File: src/sami_pkg.sv
package sami_pkg;
  // =====================================================================
  // sizes and counts
  localparam int unsigned RESULT_W   = 8;
  localparam int unsigned CONV_BITS  = 8;     // decisions after the address
  localparam int unsigned CH_W       = 8;     // analog channel selects
  localparam int unsigned COM_BIT    = 8;     // common return input select
  // =====================================================================
  // host clock limits, kept for checks on the far side
  localparam int unsigned CLK_NS        = 25;
  localparam int unsigned MIN_PHASE_NS  = 1000;
  localparam int unsigned MAX_HIGH_NS   = 60000;
  localparam int unsigned MIN_PHASE_CYC = (MIN_PHASE_NS + CLK_NS - 1) / CLK_NS;
  localparam int unsigned MAX_HIGH_CYC  = MAX_HIGH_NS / CLK_NS;
  // =====================================================================
  // values and forced address bits
  localparam logic [2:0] BIT_TOP    = 3'h7;
  localparam logic [2:0] BIT_ONE    = 3'h1;
  localparam logic [7:0] TRIAL_INIT = 8'h80;
  localparam logic [7:0] ZERO8      = 8'h00;
  localparam logic [8:0] ONE9       = 9'h001;
  localparam logic       SEL0_CH4   = 1'h1;
  localparam logic       SEL0_CH2   = 1'h0;
  localparam logic       SEL1_CH2   = 1'h1;
  // =====================================================================
  // sequence states, gray along the path through ST_LSB
  typedef enum logic [2:0] {
    ST_IDLE   = 3'h0,
    ST_ADDR   = 3'h1,
    ST_SETTLE = 3'h3,
    ST_CONV   = 3'h2,
    ST_LSB    = 3'h6,
    ST_DONE   = 3'h7
  } sami_state_type;
endpackage : sami_pkg

File: src/sami_core.sv
`timescale 1ns/10ps
// Notes on behaviour
// - after the address, the approximation takes exactly eight serial clocks
// - serial input is sampled on rising serial clock edges
// - serial output changes only after falling edges or chip select high, held until next fall
// - chip select high releases serial output and busy line at once
// - four-channel: input loads pair-select-high, pair-select-low forced to 1
// - two-channel: input loads polarity, select low 0, select high 1
// - converts positive input minus negative input
// - positive below negative gives all-zero code, no sign
// - configuration latched from each address before its conversion
// - address picks enabled inputs and single-ended or differential
// - differential address sets which pair member is positive
// - differential pairs only from adjacent channels within one pair
// - address arrives serially; single-input variant takes none
// - eight-channel single-ended uses common return as negative
// - sequence runs while chip select low, waiting start and address
// - leading zeros skipped, first one is start, then 2-4 address bits
// - half-clock settle, then busy high, input off, leading zero out
// - each decision shown at a falling edge, most significant first
module sami_core #(
  parameter int unsigned CHANNELS = 8
) (
  input  wire logic       i_clk,
  input  wire logic       i_rst_n,
  input  wire logic       i_cs_n,
  input  wire logic       i_sclk,
  input  wire logic       i_serial_in,
  input  wire logic       i_shift_order_enable_n,
  input  wire logic       i_comp_high,
  input  wire logic       i_pos_below_neg,
  output logic            o_serial_out,
  output logic            o_serial_out_oe_n,
  output logic            o_conversion_active,
  output logic            o_conversion_active_oe_n,
  output logic            o_single_ended_select,
  output logic [7:0]      o_pos_sel,
  output logic [8:0]      o_neg_sel,
  output logic [7:0]      o_ladder_code,
  output logic [7:0]      o_result
);
  // =====================================================================
  // address length per variant
  localparam logic [2:0] ADDR_N = (CHANNELS == 8) ? 3'h4 :
                                  (CHANNELS == 4) ? 3'h3 :
                                  (CHANNELS == 2) ? 3'h2 : 3'h0;

  // channel selects from the latched address fields
  function automatic logic [16:0] mux_decode(input logic sgl, input logic odd,
                                             input logic s1, input logic s0);
    logic [2:0] idx;
    logic [7:0] pos;
    logic [8:0] neg;
    idx = 3'h0;
    pos = 8'h00;
    neg = 9'h000;
    if (CHANNELS == 8) idx = {s1, s0, odd};
    else if (CHANNELS == 4) idx = {1'b0, s1, odd};
    else if (CHANNELS == 2) idx = {2'b00, odd};
    if (CHANNELS == 1) begin
      pos = 8'h01;                                 // fixed polarity
      neg = 9'h002;
    end else if (sgl) begin
      pos = 8'(sami_pkg::ONE9 << idx);
      neg = sami_pkg::ONE9 << sami_pkg::COM_BIT;
    end else begin
      pos = 8'(sami_pkg::ONE9 << idx);
      neg = sami_pkg::ONE9 << {idx[2:1], ~idx[0]};
    end
    mux_decode = {pos, neg};
  endfunction : mux_decode

  // =====================================================================
  // state
  sami_pkg::sami_state_type state, next_state;
  logic       sclk_q;
  logic [3:0] addr_sr, next_addr_sr;
  logic [2:0] cnt, next_cnt;
  logic [7:0] trial, next_trial;
  logic [7:0] result, next_result;
  logic       dout, next_dout;
  logic       drive, next_drive;
  logic       busy, next_busy;
  logic       sgl, next_sgl;
  logic [7:0] pos, next_pos;
  logic [8:0] neg, next_neg;
  logic       rise, fall, decision;
  logic [3:0] shifted;
  logic       f_sgl, f_odd, f_s1, f_s0;

  assign rise     = i_sclk & ~sclk_q;
  assign fall     = ~i_sclk & sclk_q;
  assign decision = i_comp_high & ~i_pos_below_neg;

  // next values of the conversion sequence
  always_comb begin
    next_state   = state;
    next_addr_sr = addr_sr;
    next_cnt     = cnt;
    next_trial   = trial;
    next_result  = result;
    next_dout    = dout;
    next_drive   = drive;
    next_busy    = busy;
    next_sgl     = sgl;
    next_pos     = pos;
    next_neg     = neg;
    shifted      = {addr_sr[2:0], i_serial_in};
    f_sgl        = 1'b0;
    f_odd        = 1'b0;
    f_s1         = 1'b0;
    f_s0         = 1'b0;
    if (CHANNELS == 8) begin
      {f_sgl, f_odd, f_s1, f_s0} = shifted;
    end else if (CHANNELS == 4) begin
      {f_sgl, f_odd, f_s1} = shifted[2:0];
      f_s0 = sami_pkg::SEL0_CH4;
    end else if (CHANNELS == 2) begin
      {f_sgl, f_odd} = shifted[1:0];
      f_s0 = sami_pkg::SEL0_CH2;
      f_s1 = sami_pkg::SEL1_CH2;
    end
    if (i_cs_n) begin
      next_state = sami_pkg::ST_IDLE;
      next_drive = 1'b0;
      next_busy  = 1'b0;
      next_dout  = 1'b0;
    end else begin
      case (state)
        sami_pkg::ST_IDLE: begin
          if (rise && i_serial_in) begin
            next_cnt = ADDR_N;
            if (ADDR_N == 3'h0) begin
              {next_pos, next_neg} = mux_decode(1'b0, 1'b0, 1'b0, 1'b0);
              next_sgl   = 1'b0;
              next_state = sami_pkg::ST_SETTLE;
            end else begin
              next_state = sami_pkg::ST_ADDR;
            end
          end
        end
        sami_pkg::ST_ADDR: begin
          if (rise) begin
            next_addr_sr = shifted;
            next_cnt     = cnt - sami_pkg::BIT_ONE;
            if (cnt == sami_pkg::BIT_ONE) begin
              next_sgl   = f_sgl;
              {next_pos, next_neg} = mux_decode(f_sgl, f_odd, f_s1, f_s0);
              next_state = sami_pkg::ST_SETTLE;
            end
          end
        end
        sami_pkg::ST_SETTLE: begin
          if (fall) begin
            next_busy  = 1'b1;
            next_drive = 1'b1;
            next_dout  = 1'b0;
            next_trial = sami_pkg::TRIAL_INIT;
            next_cnt   = sami_pkg::BIT_TOP;
            next_state = sami_pkg::ST_CONV;
          end
        end
        sami_pkg::ST_CONV: begin
          if (fall) begin
            next_dout           = decision;
            next_result[cnt]    = decision;
            next_trial[cnt]     = decision;       // keep the decided bit
            next_cnt            = cnt - sami_pkg::BIT_ONE;
            if (cnt == 3'h0) begin
              next_busy = 1'b0;
              next_cnt  = sami_pkg::BIT_ONE;
              if (CHANNELS == 8 && !i_shift_order_enable_n)
                next_state = sami_pkg::ST_LSB;
              else
                next_state = sami_pkg::ST_DONE;
            end else begin
              next_trial[next_cnt] = 1'b1;        // try the next bit down
            end
          end
        end
        sami_pkg::ST_LSB: begin
          if (fall) begin
            next_dout = result[cnt];
            next_cnt  = cnt + sami_pkg::BIT_ONE;
            if (cnt == sami_pkg::BIT_TOP) next_state = sami_pkg::ST_DONE;
          end
        end
        sami_pkg::ST_DONE: next_state = state;
        default: next_state = sami_pkg::ST_IDLE;
      endcase
    end
  end

  // registers of the conversion sequence
  always_ff @(posedge i_clk or negedge i_rst_n) begin
    if (!i_rst_n) begin
      state   <= sami_pkg::ST_IDLE;
      sclk_q  <= 1'b0;
      addr_sr <= 4'h0;
      cnt     <= 3'h0;
      trial   <= sami_pkg::ZERO8;
      result  <= sami_pkg::ZERO8;
      dout    <= 1'b0;
      drive   <= 1'b0;
      busy    <= 1'b0;
      sgl     <= 1'b0;
      pos     <= sami_pkg::ZERO8;
      neg     <= 9'h000;
    end else begin
      state   <= next_state;
      sclk_q  <= i_sclk;
      addr_sr <= next_addr_sr;
      cnt     <= next_cnt;
      trial   <= next_trial;
      result  <= next_result;
      dout    <= next_dout;
      drive   <= next_drive;
      busy    <= next_busy;
      sgl     <= next_sgl;
      pos     <= next_pos;
      neg     <= next_neg;
    end
  end

  // outputs, enables low while driving
  assign o_serial_out             = dout;
  assign o_serial_out_oe_n        = ~drive;
  assign o_conversion_active      = busy;
  assign o_conversion_active_oe_n = ~drive;
  assign o_single_ended_select    = sgl;
  assign o_pos_sel                = pos;
  assign o_neg_sel                = neg;
  assign o_ladder_code            = trial;
  assign o_result                 = result;

  int unsigned conv_falls;
  always_ff @(posedge i_clk or negedge i_rst_n) begin
    if (!i_rst_n) conv_falls <= 0;
    else if (state == sami_pkg::ST_SETTLE) conv_falls <= 0;
    else if (state == sami_pkg::ST_CONV && fall) conv_falls <= conv_falls + 1;
  end
endmodule : sami_core

File: config.mk
export PLATFORM = sky130hd
export DESIGN_NAME = sami_core
export DESIGN_NICKNAME = d
export VERILOG_FILES = /design/src/sami_pkg.sv /design/src/sami_core.sv
export SDC_FILE = /design/constraint.sdc
export NUM_CORES = 1
export LEC_CHECK = 0
export BUFFER_PORTS_ARGS = -buffer_cell sky130_fd_sc_hd__buf_2
export CAP_MARGIN = 20
export CORE_MARGIN = 5
export CORE_UTILIZATION = 45
export DETAILED_ROUTE_END_ITERATION = 12
export GPL_ROUTABILITY_DRIVEN = 0
export PLACE_DENSITY = 0.76
export SYNTH_ARGS = -nofsm -noshare
export SYNTH_HDL_FRONTEND = slang
export SYNTH_SLANG_ARGS = --single-unit
export TNS_END_PERCENT = 1
File: constraint.sdc
create_clock -name i_clk -period 2.4 [get_ports i_clk]
set_input_delay 0.48 -clock i_clk [delete_from_list [all_inputs] [get_ports i_clk]]
set_output_delay 0.48 -clock i_clk [all_outputs]
set_load 0.005 [all_outputs]
== Yosys cells after proc, flatten, opt, wreduce, memory -nomap -nowiden ==
Cells that the tools add are included.
Word-level totals
  register bits after elaboration: 47
  input port bits: 8
  output and inout port bits: 38
  logic and storage cells: 118
Operators by class
  add/sub/neg operators: 2
  $lt $le $gt $ge: 4
  eq/ne operators: 21
  shifts and indexed selects: 2
  muxes and demuxes: 47
  bitwise logic cells: 10
  reduce and logical (&&, ||, !) cells: 20
Operators by type and width (count)
  two-way mux 3 bit: 19
  two-way mux 8 bit: 3
  inequality test 3 bit, second input constant: 8
  case mux 3 bit (6 select lines): 1
  bitwise mux 8 bit: 2
  case mux 8 bit (2 select lines): 1
  AND reduction 4 bit: 4
  case mux 3 bit (5 select lines): 1
  two-way mux 1 bit: 14
  inequality test 2 bit, second input constant: 6
  == test 3 bit, second input constant: 3
  two-way mux 9 bit: 1
  AND reduction 9 bit: 1
  << shifter 1 x 3 -> 9 bit, first input constant: 1
  < comparator 3 x 4 -> 1 bit, second input constant: 2
  bitwise OR 8 bit: 1
  << shifter 1 x 3 -> 8 bit, first input constant: 1
  AND reduction 7 bit: 1
  demux 1 bit (select 3 bit): 2
  == test 3 x 1 -> 1 bit, second input constant: 2
  == test 3 x 2 -> 1 bit, second input constant: 2
  greater-or-equal comparator 3 x 1 -> 1 bit, second input constant: 2
  zero test 3 bit: 2
  NOT 1 bit: 6
  other kinds (13): 20

== Longest topological paths before layout ==
Gate-level depths: netlist of run 1.
  depth in word-level cells: 9
  gate-level depth with buffers: 7
  gate-level depth less buffers: 6

== Least setup slack after synthesis of run 1 ==
Ideal clock, no wire load.
  path type: register -> register
  from: reg cnt[0]
  to: reg cnt[1]
  setup time: 0.125 ns
  arrival: 1.798 ns
  required time: 2.275 ns
  path slack: 0.477 ns
  stages on the path, launching flop included: 8
  path buffers: 1
  clock period less this slack: 1.923 ns
  cell sequence: dfrtp_1 > clkbuf_1 > inv_1 > ha_1 > mux2_2 > a21oi_1 > o32ai_1 > mux2_2
Between the ends
  word-level cells in the longest chain between the ends: 4
  elaborated cells on any way between the ends: 8
  those cells by class: 2 x add/sub; 5 x mux; 1 x reduce/logical
RTL lines
  from (decl): RTL line sami_core.sv:78  | logic [2:0] cnt, next_cnt;
  from (signal assigned): RTL line sami_core.sv:213  | cnt <= next_cnt;
  subtractor 3 x 1 -> 3 bit or zero test 3 bit (tied branches): RTL line sami_core.sv:145, sami_core.sv:168, sami_core.sv:169
  two-way mux 3 bit: RTL line sami_core.sv:169  | if (cnt == 3'h0) begin
  two-way mux 3 bit: RTL line sami_core.sv:164  | if (fall) begin
  case mux 3 bit (5 select lines) *: RTL line sami_core.sv:129  | case (state)
Every way passes the cells marked *; elsewhere a longest branch is shown, timed or not. The select of a mux whose other input is x is not followed.
A chain may end at the register's enable or synchronous reset.

== Worst setup path in the final report of run 1 ==
  from: reg state[0]
  to: reg trial[2] (netlist: o_ladder_code[2])
Between the ends
  word-level cells in the longest chain between the ends: 3
  elaborated cells on any way between the ends: 7
  those cells by class: 4 x eq/ne; 1 x mux; 2 x reduce/logical
RTL lines
  from (decl): RTL line sami_core.sv:75  | sami_pkg::sami_state_type state, next_state;
  from (signal assigned): RTL line sami_core.sv:197  | state <= sami_pkg::ST_IDLE;
  from (signal assigned): RTL line sami_core.sv:210  | state <= next_state;
  == test 3 x 2 -> 1 bit: RTL line sami_core.sv:129
  inequality test 2 bit (no line) or nonzero test 2 bit (tied branches)
  AND reduction 4 bit (no line)
  to (signal assigned): RTL line sami_core.sv:201  | trial <= sami_pkg::ZERO8;
  to (signal assigned): RTL line sami_core.sv:214  | trial <= next_trial;
  to (decl): RTL line sami_core.sv:79  | logic [7:0] trial, next_trial;
Several ways; a longest one is shown, not always the timed one.

==> results by stage, run 1 <==
STA:
- Static timing analysis puts the maximum clock frequency at about 0.52 GHz.
- Setup repair after global routing left no endpoint under its margin.
- The final critical delay including setup and external delays is 1910 ps.
- The transition time of the tightest slew-check pin is 489 ps.
- For the final database, setup skew stands at 5.89 ps.
- The final-report hold violation count is 0.
- Setup violations remaining at the end of the flow were counted as 0.
- The final setup TNS is 0 ps.
- In this run the tightest slew margin relative to its limit is 0.674.
- In the finished design, the share of the clock period the worst path needs comes to 0.796.
- The final number of max-transition violations is 0.

Worst setup path:
- Traced cell by cell, the critical path runs through and2b_1, nand3_1, or3_1, o311ai_1.
- The number of cell instances on the worst register-to-register path is 4.
- Data on the critical path is required at its endpoint by about 2600 ps.
- The slowest stage of the critical path belongs to the cell dfrtp_1.
- The endpoint identified for the worst register-to-register timing path is o_ladder_code[2]$_DFFE_PN0P_.
- The worst setup path is launched from a register.
- The kind of end point of the critical path is a register.
- Broken down by cell family, the worst path's largest delay share belongs to simple AND/OR/NAND/NOR gates.
- The worst flop-to-flop path startpoint is state[0]$_DFFE_PN0P_.
- The largest stage delay on the critical path is 540 ps.
- By startpoint and endpoint, the worst setup path is classified as register to register.
- Of all nets on the critical path, the largest fanout is 16.
- For the worst setup path, the data arrival time is 2110 ps.
- The number of buffers and inverters on the critical path is 0.
- In this run the register-to-register setup slack is roughly 490 ps.

Yosys:
- Of the post-synthesis cell area, the dominant cell type holds 0.468.
- When the netlist entered floorplanning its net count stood at 264.
- The dominant synthesized flop cell is dfrtp_1.
- The count of flip-flops with a built-in enable after synthesis is 0.
- Counting flops and latches in the post-synthesis netlist gives 46.
- In the post-synthesis netlist, the biggest area contributors are dfrtp_1 47%, nand2_1 6.3%, o31ai_1 4.0%, o21ai_0 3.3%, mux2_2 3.2%.
- The synthesized area per cell is between 9 and 10 um2.
- For this run, the register share of the synthesized area comes to 0.468.
- The Yosys step of the flow raised 0 warnings.
- The post-synthesis cell type with the largest combined area is dfrtp_1.
- The cell area after technology mapping is around 2500 um2.
- The distinct cell type count after synthesis is 46.
- Synthesis produced a netlist whose cell count is 251.
- The fraction of registers with async set or reset after synthesis is 1.00.

Clock network:
- The total clock buffers created by CTS is 5.
- CTS saw 46 sinks.
- The clock tree synthesis step divided the H-tree into 2 levels.
- The number of buffers on the longest clock path is 2.
- The root buffer cell is clkbuf_8.
- Clock-pin slew was measured on the worst setup and hold paths at approximately 90 ps.
- The setup fix buffers added after clock tree synthesis is 0.
- Clock latency on the worst-skew pair, taken at its later pin, is approximately 300 ps.
- The number of gates given a new drive strength after cts is 0.
- The number of buffers inserted by hold repair at cts is 0.
- The TritonCTS clock tree is yes.

Route:
- The wire length per cell after detailed routing is 15.0 um.
- The routed design has 5480 um of wire.
- The routed via count divided by cell count is 5.73.
- The detailed-route via count is ~2100.
- The starting DRC count in detailed routing is 258.
- The first TritonRoute pass finished after 5 iterations.
- For this run, design rule violations remaining after detail routing come to 0.
- The detail route stage leaves a number of antenna-violating nets equal to 0.

Floorplan:
- The die is 83.9 um wide.
- The cell row count is 27.
- From bottom edge to top edge, the die measures 83.9 um.
- The floorplan step defined a die boundary enclosing 7040 um2.
- For this configuration, the core starts out at a cell density of 0.455.
- The total area inside the core boundary comes to 5410 um2.
- During I/O placement, the number of pins put on the boundary was 46.

Global route:
- The largest net degree at the start of global routing is 47.
- The total global routing overflow is 0.
- The via count of the first global-routing pass came to 1870.
- The total routing usage reported by global routing is 0.160.
- The initial antenna violation count is 0.
- The first global-routing pass estimated between 9000 and 10000 um of wire.

Place:
- The placed instances occupy a cell area of 2730 um2.
- Summed over all nets, the half-perimeter wirelength after detailed placement is 3920 um.
- The total of buffers placed on input and output ports is 45.

Pwr:
- IR analysis of the VDD net gives a maximum drop of between 0.0002 and 0.0003 V.
- In this run the static leakage power is about 0.0014 uW.
- The power density over cell area is around 640 nW/um2.

Layout:
- Compared with the post-synthesis result, the final layout area differs by 15.5%.
- The number of nets in the final layout is roughly 300.
- The design area is between 2000 and 3000 um2.
- 0 antenna diodes ended up in the layout.
- In the final layout, the share of cells above drive strength 1 is 0.247.

Status:
- The flow ran to the end, and the final reports show no timing, DRC or antenna violations.

Hold path:
- In this run the worst hold path is classified as input port to async pin.

Run:
- The tool flagged a number of max-cap violations equal to 0.
-- power by group --
| part | leakage, uW | internal (uW) | switching, uW | total (uW) |
|---|---|---|---|---|
| sequential | 0.000634 | 802 | 43.9 | 846 |
| clock | 0.0000524 | 312 | 259 | 571 |
| combinational | 0.000701 | 140 | 251 | 391 |
| total | 0.00139 | 1250 | 553 | 1810 |
-- sequential cells by signal, indices dropped and copies added (netlist names) --
name / cells
o_ladder_code: 8
o_neg_sel: 8
o_pos_sel: 8
o_result: 8
addr_sr: 3
cnt: 3
state: 3
drive: 1
o_conversion_active: 1
o_serial_out: 1
o_single_ended_select: 1
sclk_q: 1
-- worst register-to-register path: stages (launching register included) --
cell      delay (ps)
dfrtp_1          540
and2b_1          350
nand3_1          370
or3_1            470
o311ai_1          90
-- Yosys cell counts, types with 2 or more instances --
master      n
a2bb2oi_1   2
o41ai_1     2
nor2b_1     6
a31oi_1     2
o211ai_1    7
dfrtp_1    46
nand4_1     2
o21ai_0    16
o41ai_2     3
buf_4       4
nor3_1      2
nand3_1    11
nor3b_4     2
nand2_1    41
a32oi_1     2
or3_1       3
a21oi_1     8
o311ai_1    5
buf_2       4
mux2_2      7
o31ai_1    13
nand2b_1    7
a211oi_1    2
mux2i_1     2
a2111oi_0   2
ha_1        5
clkbuf_1    8
inv_1       8
o32ai_1     2
nor2_1     11
-- layout make-up --
type	count	area, um2
Timing Repair Buffer	50	275
Multi-Input combinational cell	180	1180
Clock buffer	7	76.3
Fill cell	513	2570
Tap cell	72	90.1
Inverter	8	30.0
Sequential cell	46	1150
Clock inverter	1	30.0
-- logic make-up (layout without fill, tap and decap cells) --
family	count (synthesis)	count (layout)	synth area share
buffers and inverters	25	66	0.0494
AO/OA/AOI/OAI	71	71	0.214
multiplexers	9	9	0.0402
flip-flops	46	46	0.468
AND/OR/NAND/NOR	95	95	0.203
adder cells (fa/ha/maj)	5	5	0.0255
-- stage by stage --
step / setup slack (ps) / instances / power (uW) / util / hold slack, ps
after floorplan: 477 / 251 / 1120 / - / 184
after global placement: 400 / 356 / 1240 / 0.505 / 453
after detailed placement: 318 / 356 / 1240 / 0.505 / 464
after CTS: 503 / 364 / 1810 / 0.525 / 156
after global routing: 333 / 364 / 1900 / 0.525 / 155
final: 490 / 364 / 1810 / 0.525 / 143
-- worst max path at each step --
stage,cells after the start,startpoint,end,slack [ps]
2_1_floorplan,7,cnt[0]$_DFFE_PN0P_,cnt[1]$_DFFE_PN0P_,480
3_3_place_gp,5,i_cs_n,o_ladder_code[2]$_DFFE_PN0P_,400
3_5_place_dp,5,i_cs_n,o_ladder_code[2]$_DFFE_PN0P_,320
4_1_cts,4,state[0]$_DFFE_PN0P_,o_ladder_code[2]$_DFFE_PN0P_,500
5_1_grt,4,state[0]$_DFFE_PN0P_,o_ladder_code[2]$_DFFE_PN0P_,330
6_report,4,state[0]$_DFFE_PN0P_,o_ladder_code[2]$_DFFE_PN0P_,490
-- routing by layer --
layer | vias to the layer above | part of all wire | track usage
li1 | 1006 | - | -
met1 | 1010 | 0.48 | 0.237
met2 | 62 | 0.45 | 0.233
met3 | 8 | 0.054 | 0.0316
met4 | 0 | 0.015 | 0.0541
met5 | - | 0 | 0
-- layout by cell type (no fill, tap or decap), types with 4 or more instances in the layout --
master,netlist,final
buf_2,4,45
nor2_1,11,11
nor2b_1,6,6
nand2b_1,7,7
a21oi_1,8,8
mux2_2,7,7
buf_4,4,4
o311ai_1,5,5
dfrtp_1,46,46
inv_1,8,8
nand2_1,41,41
o21ai_0,16,16
o31ai_1,13,13
nand3_1,11,11
o211ai_1,7,7
ha_1,5,5
clkbuf_8,0,5
No activity file was read; power rests on OpenSTA's default activity.
==> inputs of run 2 (changes only) <==
clock period = 1.94 ns   (was 2.4 ns; I/O delays follow)
==> results by stage, run 2 (synthesis results as in run 1) <==
Status:
- The run finished with clean final reports.

Worst setup path:
- The largest stage delay on the critical path is 580 ps (+40 ps).
- The kind of end point of the critical path is a register.
- The maximum fanout count along the critical path was 12 (-4).
- The cell that appears most often on the critical path is o311ai_1.
- The required arrival time at the worst endpoint is 2100 ps (-500 ps).
- The critical path in this run is classified as register to register.
- The cell type of the slowest stage on the worst timing path is dfrtp_1.
- The worst endpoint data arrival time came to 1890 ps (-220 ps).
- The critical path goes through and4bb_1, nand2_1, o311ai_1, o311ai_1.
- STA classifies the critical path startpoint as a register.
- The critical path's top delay family is flip-flops.
- The number of buffer and inverter stages on the critical path was 0 (unchanged).

Floorplan:
- The placeable core region is 5410 um2 (unchanged).
- The die width was 83.9 um (unchanged).
- The cell row count was 27 (unchanged).
- The y dimension of the die was 83.9 um (unchanged).
- The starting density of the core is 0.455 (unchanged).
- The I/O pin count came to 46 (unchanged).
- The area enclosed by the die boundary is 7040 um2 (unchanged).

Route:
- The starting DRC count in detailed routing is 158 (-39%).
- The count of unresolved DRC violations after routing was 0 (unchanged).
- The final wirelength is 5620 um (+2.5%).
- The detailed-route via count is 2086 (unchanged).
- The routed via count divided by cell count is 5.61 (-2.2%).
- The wire length per cell after detailed routing was 15.1 um (+0.30%).
- The length of the first detailed-routing pass in iterations is 4 (-1).
- The count of nets left with antenna violations after detail routing came to 0 (unchanged).

STA:
- The final critical delay including setup and external delays is 1730 ps (-182 ps).
- The final number of max-transition violations was 0 (unchanged).
- Setup repair after global routing left no endpoint under its margin.
- The maximum frequency from static timing analysis is 0.579 GHz (+11%).
- The final setup skew is 2.13 ps (-3.76 ps).
- The post-route clock period utilization is 0.891 (+0.0947).
- The setup-violating endpoint count in the final report is 0 (unchanged).
- The final-report hold violation count is 0 (unchanged).
- The final hold slack came to 51.4 ps (-91.8 ps).
- The final critical-path setup slack is 212 ps (-278 ps).
- The remaining max-slew budget at the tightest pin came to 0.661 (-0.0128).
- The transition time of the tightest slew-check pin is 503 ps (+13.9 ps).
- The final setup TNS is 0 ps (unchanged).

Global route:
- The total routing usage reported by global routing is 0.170 (+0.00941).
- The wire length of the first global-routing pass is 9800 um (+4.1%).
- The largest net degree at the start of global routing is 34 (-28%).
- The via count of the first global-routing pass is 2038 (+9.0%).
- The total global routing overflow came to 0 (unchanged).
- The initial antenna violation count came to 0 (unchanged).

Clock network:
- The number of buffers inserted by hold repair at cts is 0 (unchanged).
- The clock latency reported for the late side of the worst-skew pair is 290 ps (about the same).
- The clock-pin slew reported for the worst setup and hold paths after clock tree synthesis is 80 ps (about the same).
- The number of buffers on the longest clock path is 2 (unchanged).
- The setup fix buffers added after clock tree synthesis was 0 (unchanged).
- The root buffer cell is clkbuf_8.
- The number of gates given a new drive strength after cts is 0 (unchanged).
- The total number of clock tree sinks is 46 (unchanged).
- The total clock buffers created by CTS was 5 (unchanged).
- The TritonCTS clock tree is yes.
- The maximum level of the CTS H-tree is 2 (unchanged).

Place:
- The total of buffers placed on input and output ports was 45 (unchanged).
- The setup slack after placement was 206 ps (-111 ps).
- The total instance count after detailed placement came to 365 (+2.5%).
- The HPWL reported at the end of detailed placement is 4220 um (+7.7%).

Pwr:
- The power density over cell area is 730 nW/um2 (+15%).
- The maximum vdd ir drop is 0.000308 V (+12%).
- The leakage power is 0.00141 uW (+1.9%).

Layout:
- The number of standard cells in the final layout excluding fillers is 372 (+2.2%).
- The area added between synthesis and finish is 16.6%.
- The count of antenna diodes in the layout is 0 (unchanged).
- Leaving out fill and tap cells, the most frequent cells in the layout are 46 x dfrtp_1, 45 x buf_2, 41 x nand2_1.
- The final standard cell utilization of the core was 0.530 (+0.00532).
- The fraction of layout cells with a size suffix above 1 is 0.270 (+0.0234).
- The commonest non-fill, non-tap cell in the layout is dfrtp_1.
- The number of nets in the final layout is 313 (+3.0%).

Hold path:
- The tightest min-delay check is of the input port to async pin type.

Run:
- The max-cap check violation count came to 0 (unchanged).
## run 2: cell count changes in the layout (fill, tap and decap cells not counted), sizes merged
| cell | previous run | this run |
|---|---|---|
| clkinvlp | 0 | 1 |
| bufinv | 1 | 0 |
| clkbuf | 7 | 6 |
| buf | 50 | 59 |
## run 2: metal layers
| metal | track usage | vias to the layer above | share of wire |
|---|---|---|---|
| met5 | 0 | - | 0 |
| met4 | 0.0687 | 0 | 0.015 |
| met3 | 0.0375 | 7 | 0.052 |
| met2 | 0.249 | 52 | 0.45 |
| met1 | 0.242 | 1005 | 0.48 |
| li1 | - | 1022 | - |
## run 2: final cells by class
cell class	instances	area, um2
clock buffer	6	72.6
sequential	46	1150
clock inverter	1	7.51
tap	72	90.1
timing repair buffer	59	330
inverter	8	30.0
multi-input combinational	180	1180
fill	495	2540
## run 2: through the flow
stage / power (uW) / cell area [um2]
floorplan: 1390 / 2460
global placement: 1540 / 2790
detailed placement: 1550 / 2790
CTS: 2100 / 2870
global route: 2210 / 2870
finish: 2090 / 2870
## run 2: worst register-to-register path, stage by stage (launching register included)
cell	delay (ps)
dfrtp_1	580
and4bb_1	330
nand2_1	230
o311ai_1	320
o311ai_1	150
## run 2: power by group
group	switching, uW	leakage, uW	total [uW]	internal (uW)
Combinational	322	0.000743	497	175
Sequential	48.5	0.000634	1040	992
Clock	307	0.0000373	554	247
Total	677	0.00141	2090	1410
## run 2: final timing paths
kind	cells after the start	endpoint	startpoint	slack, ps
max in group asynchronous	2	o_pos_sel[7]$_DFFE_PN0P_	i_rst_n	1330
worst min-delay path	1	o_single_ended_select$_DFFE_PN0P_	i_rst_n	50
worst max register to register	4	o_ladder_code[1]$_DFFE_PN0P_	state[1]$_DFFE_PN0P_	210
min in group i_clk	1	sclk_q$_DFF_PN0_	i_sclk	290
worst max-delay path	4	o_ladder_code[1]$_DFFE_PN0P_	state[1]$_DFFE_PN0P_	210
worst min register to register	2	o_neg_sel[2]$_DFFE_PN0P_	o_neg_sel[2]$_DFFE_PN0P_	480
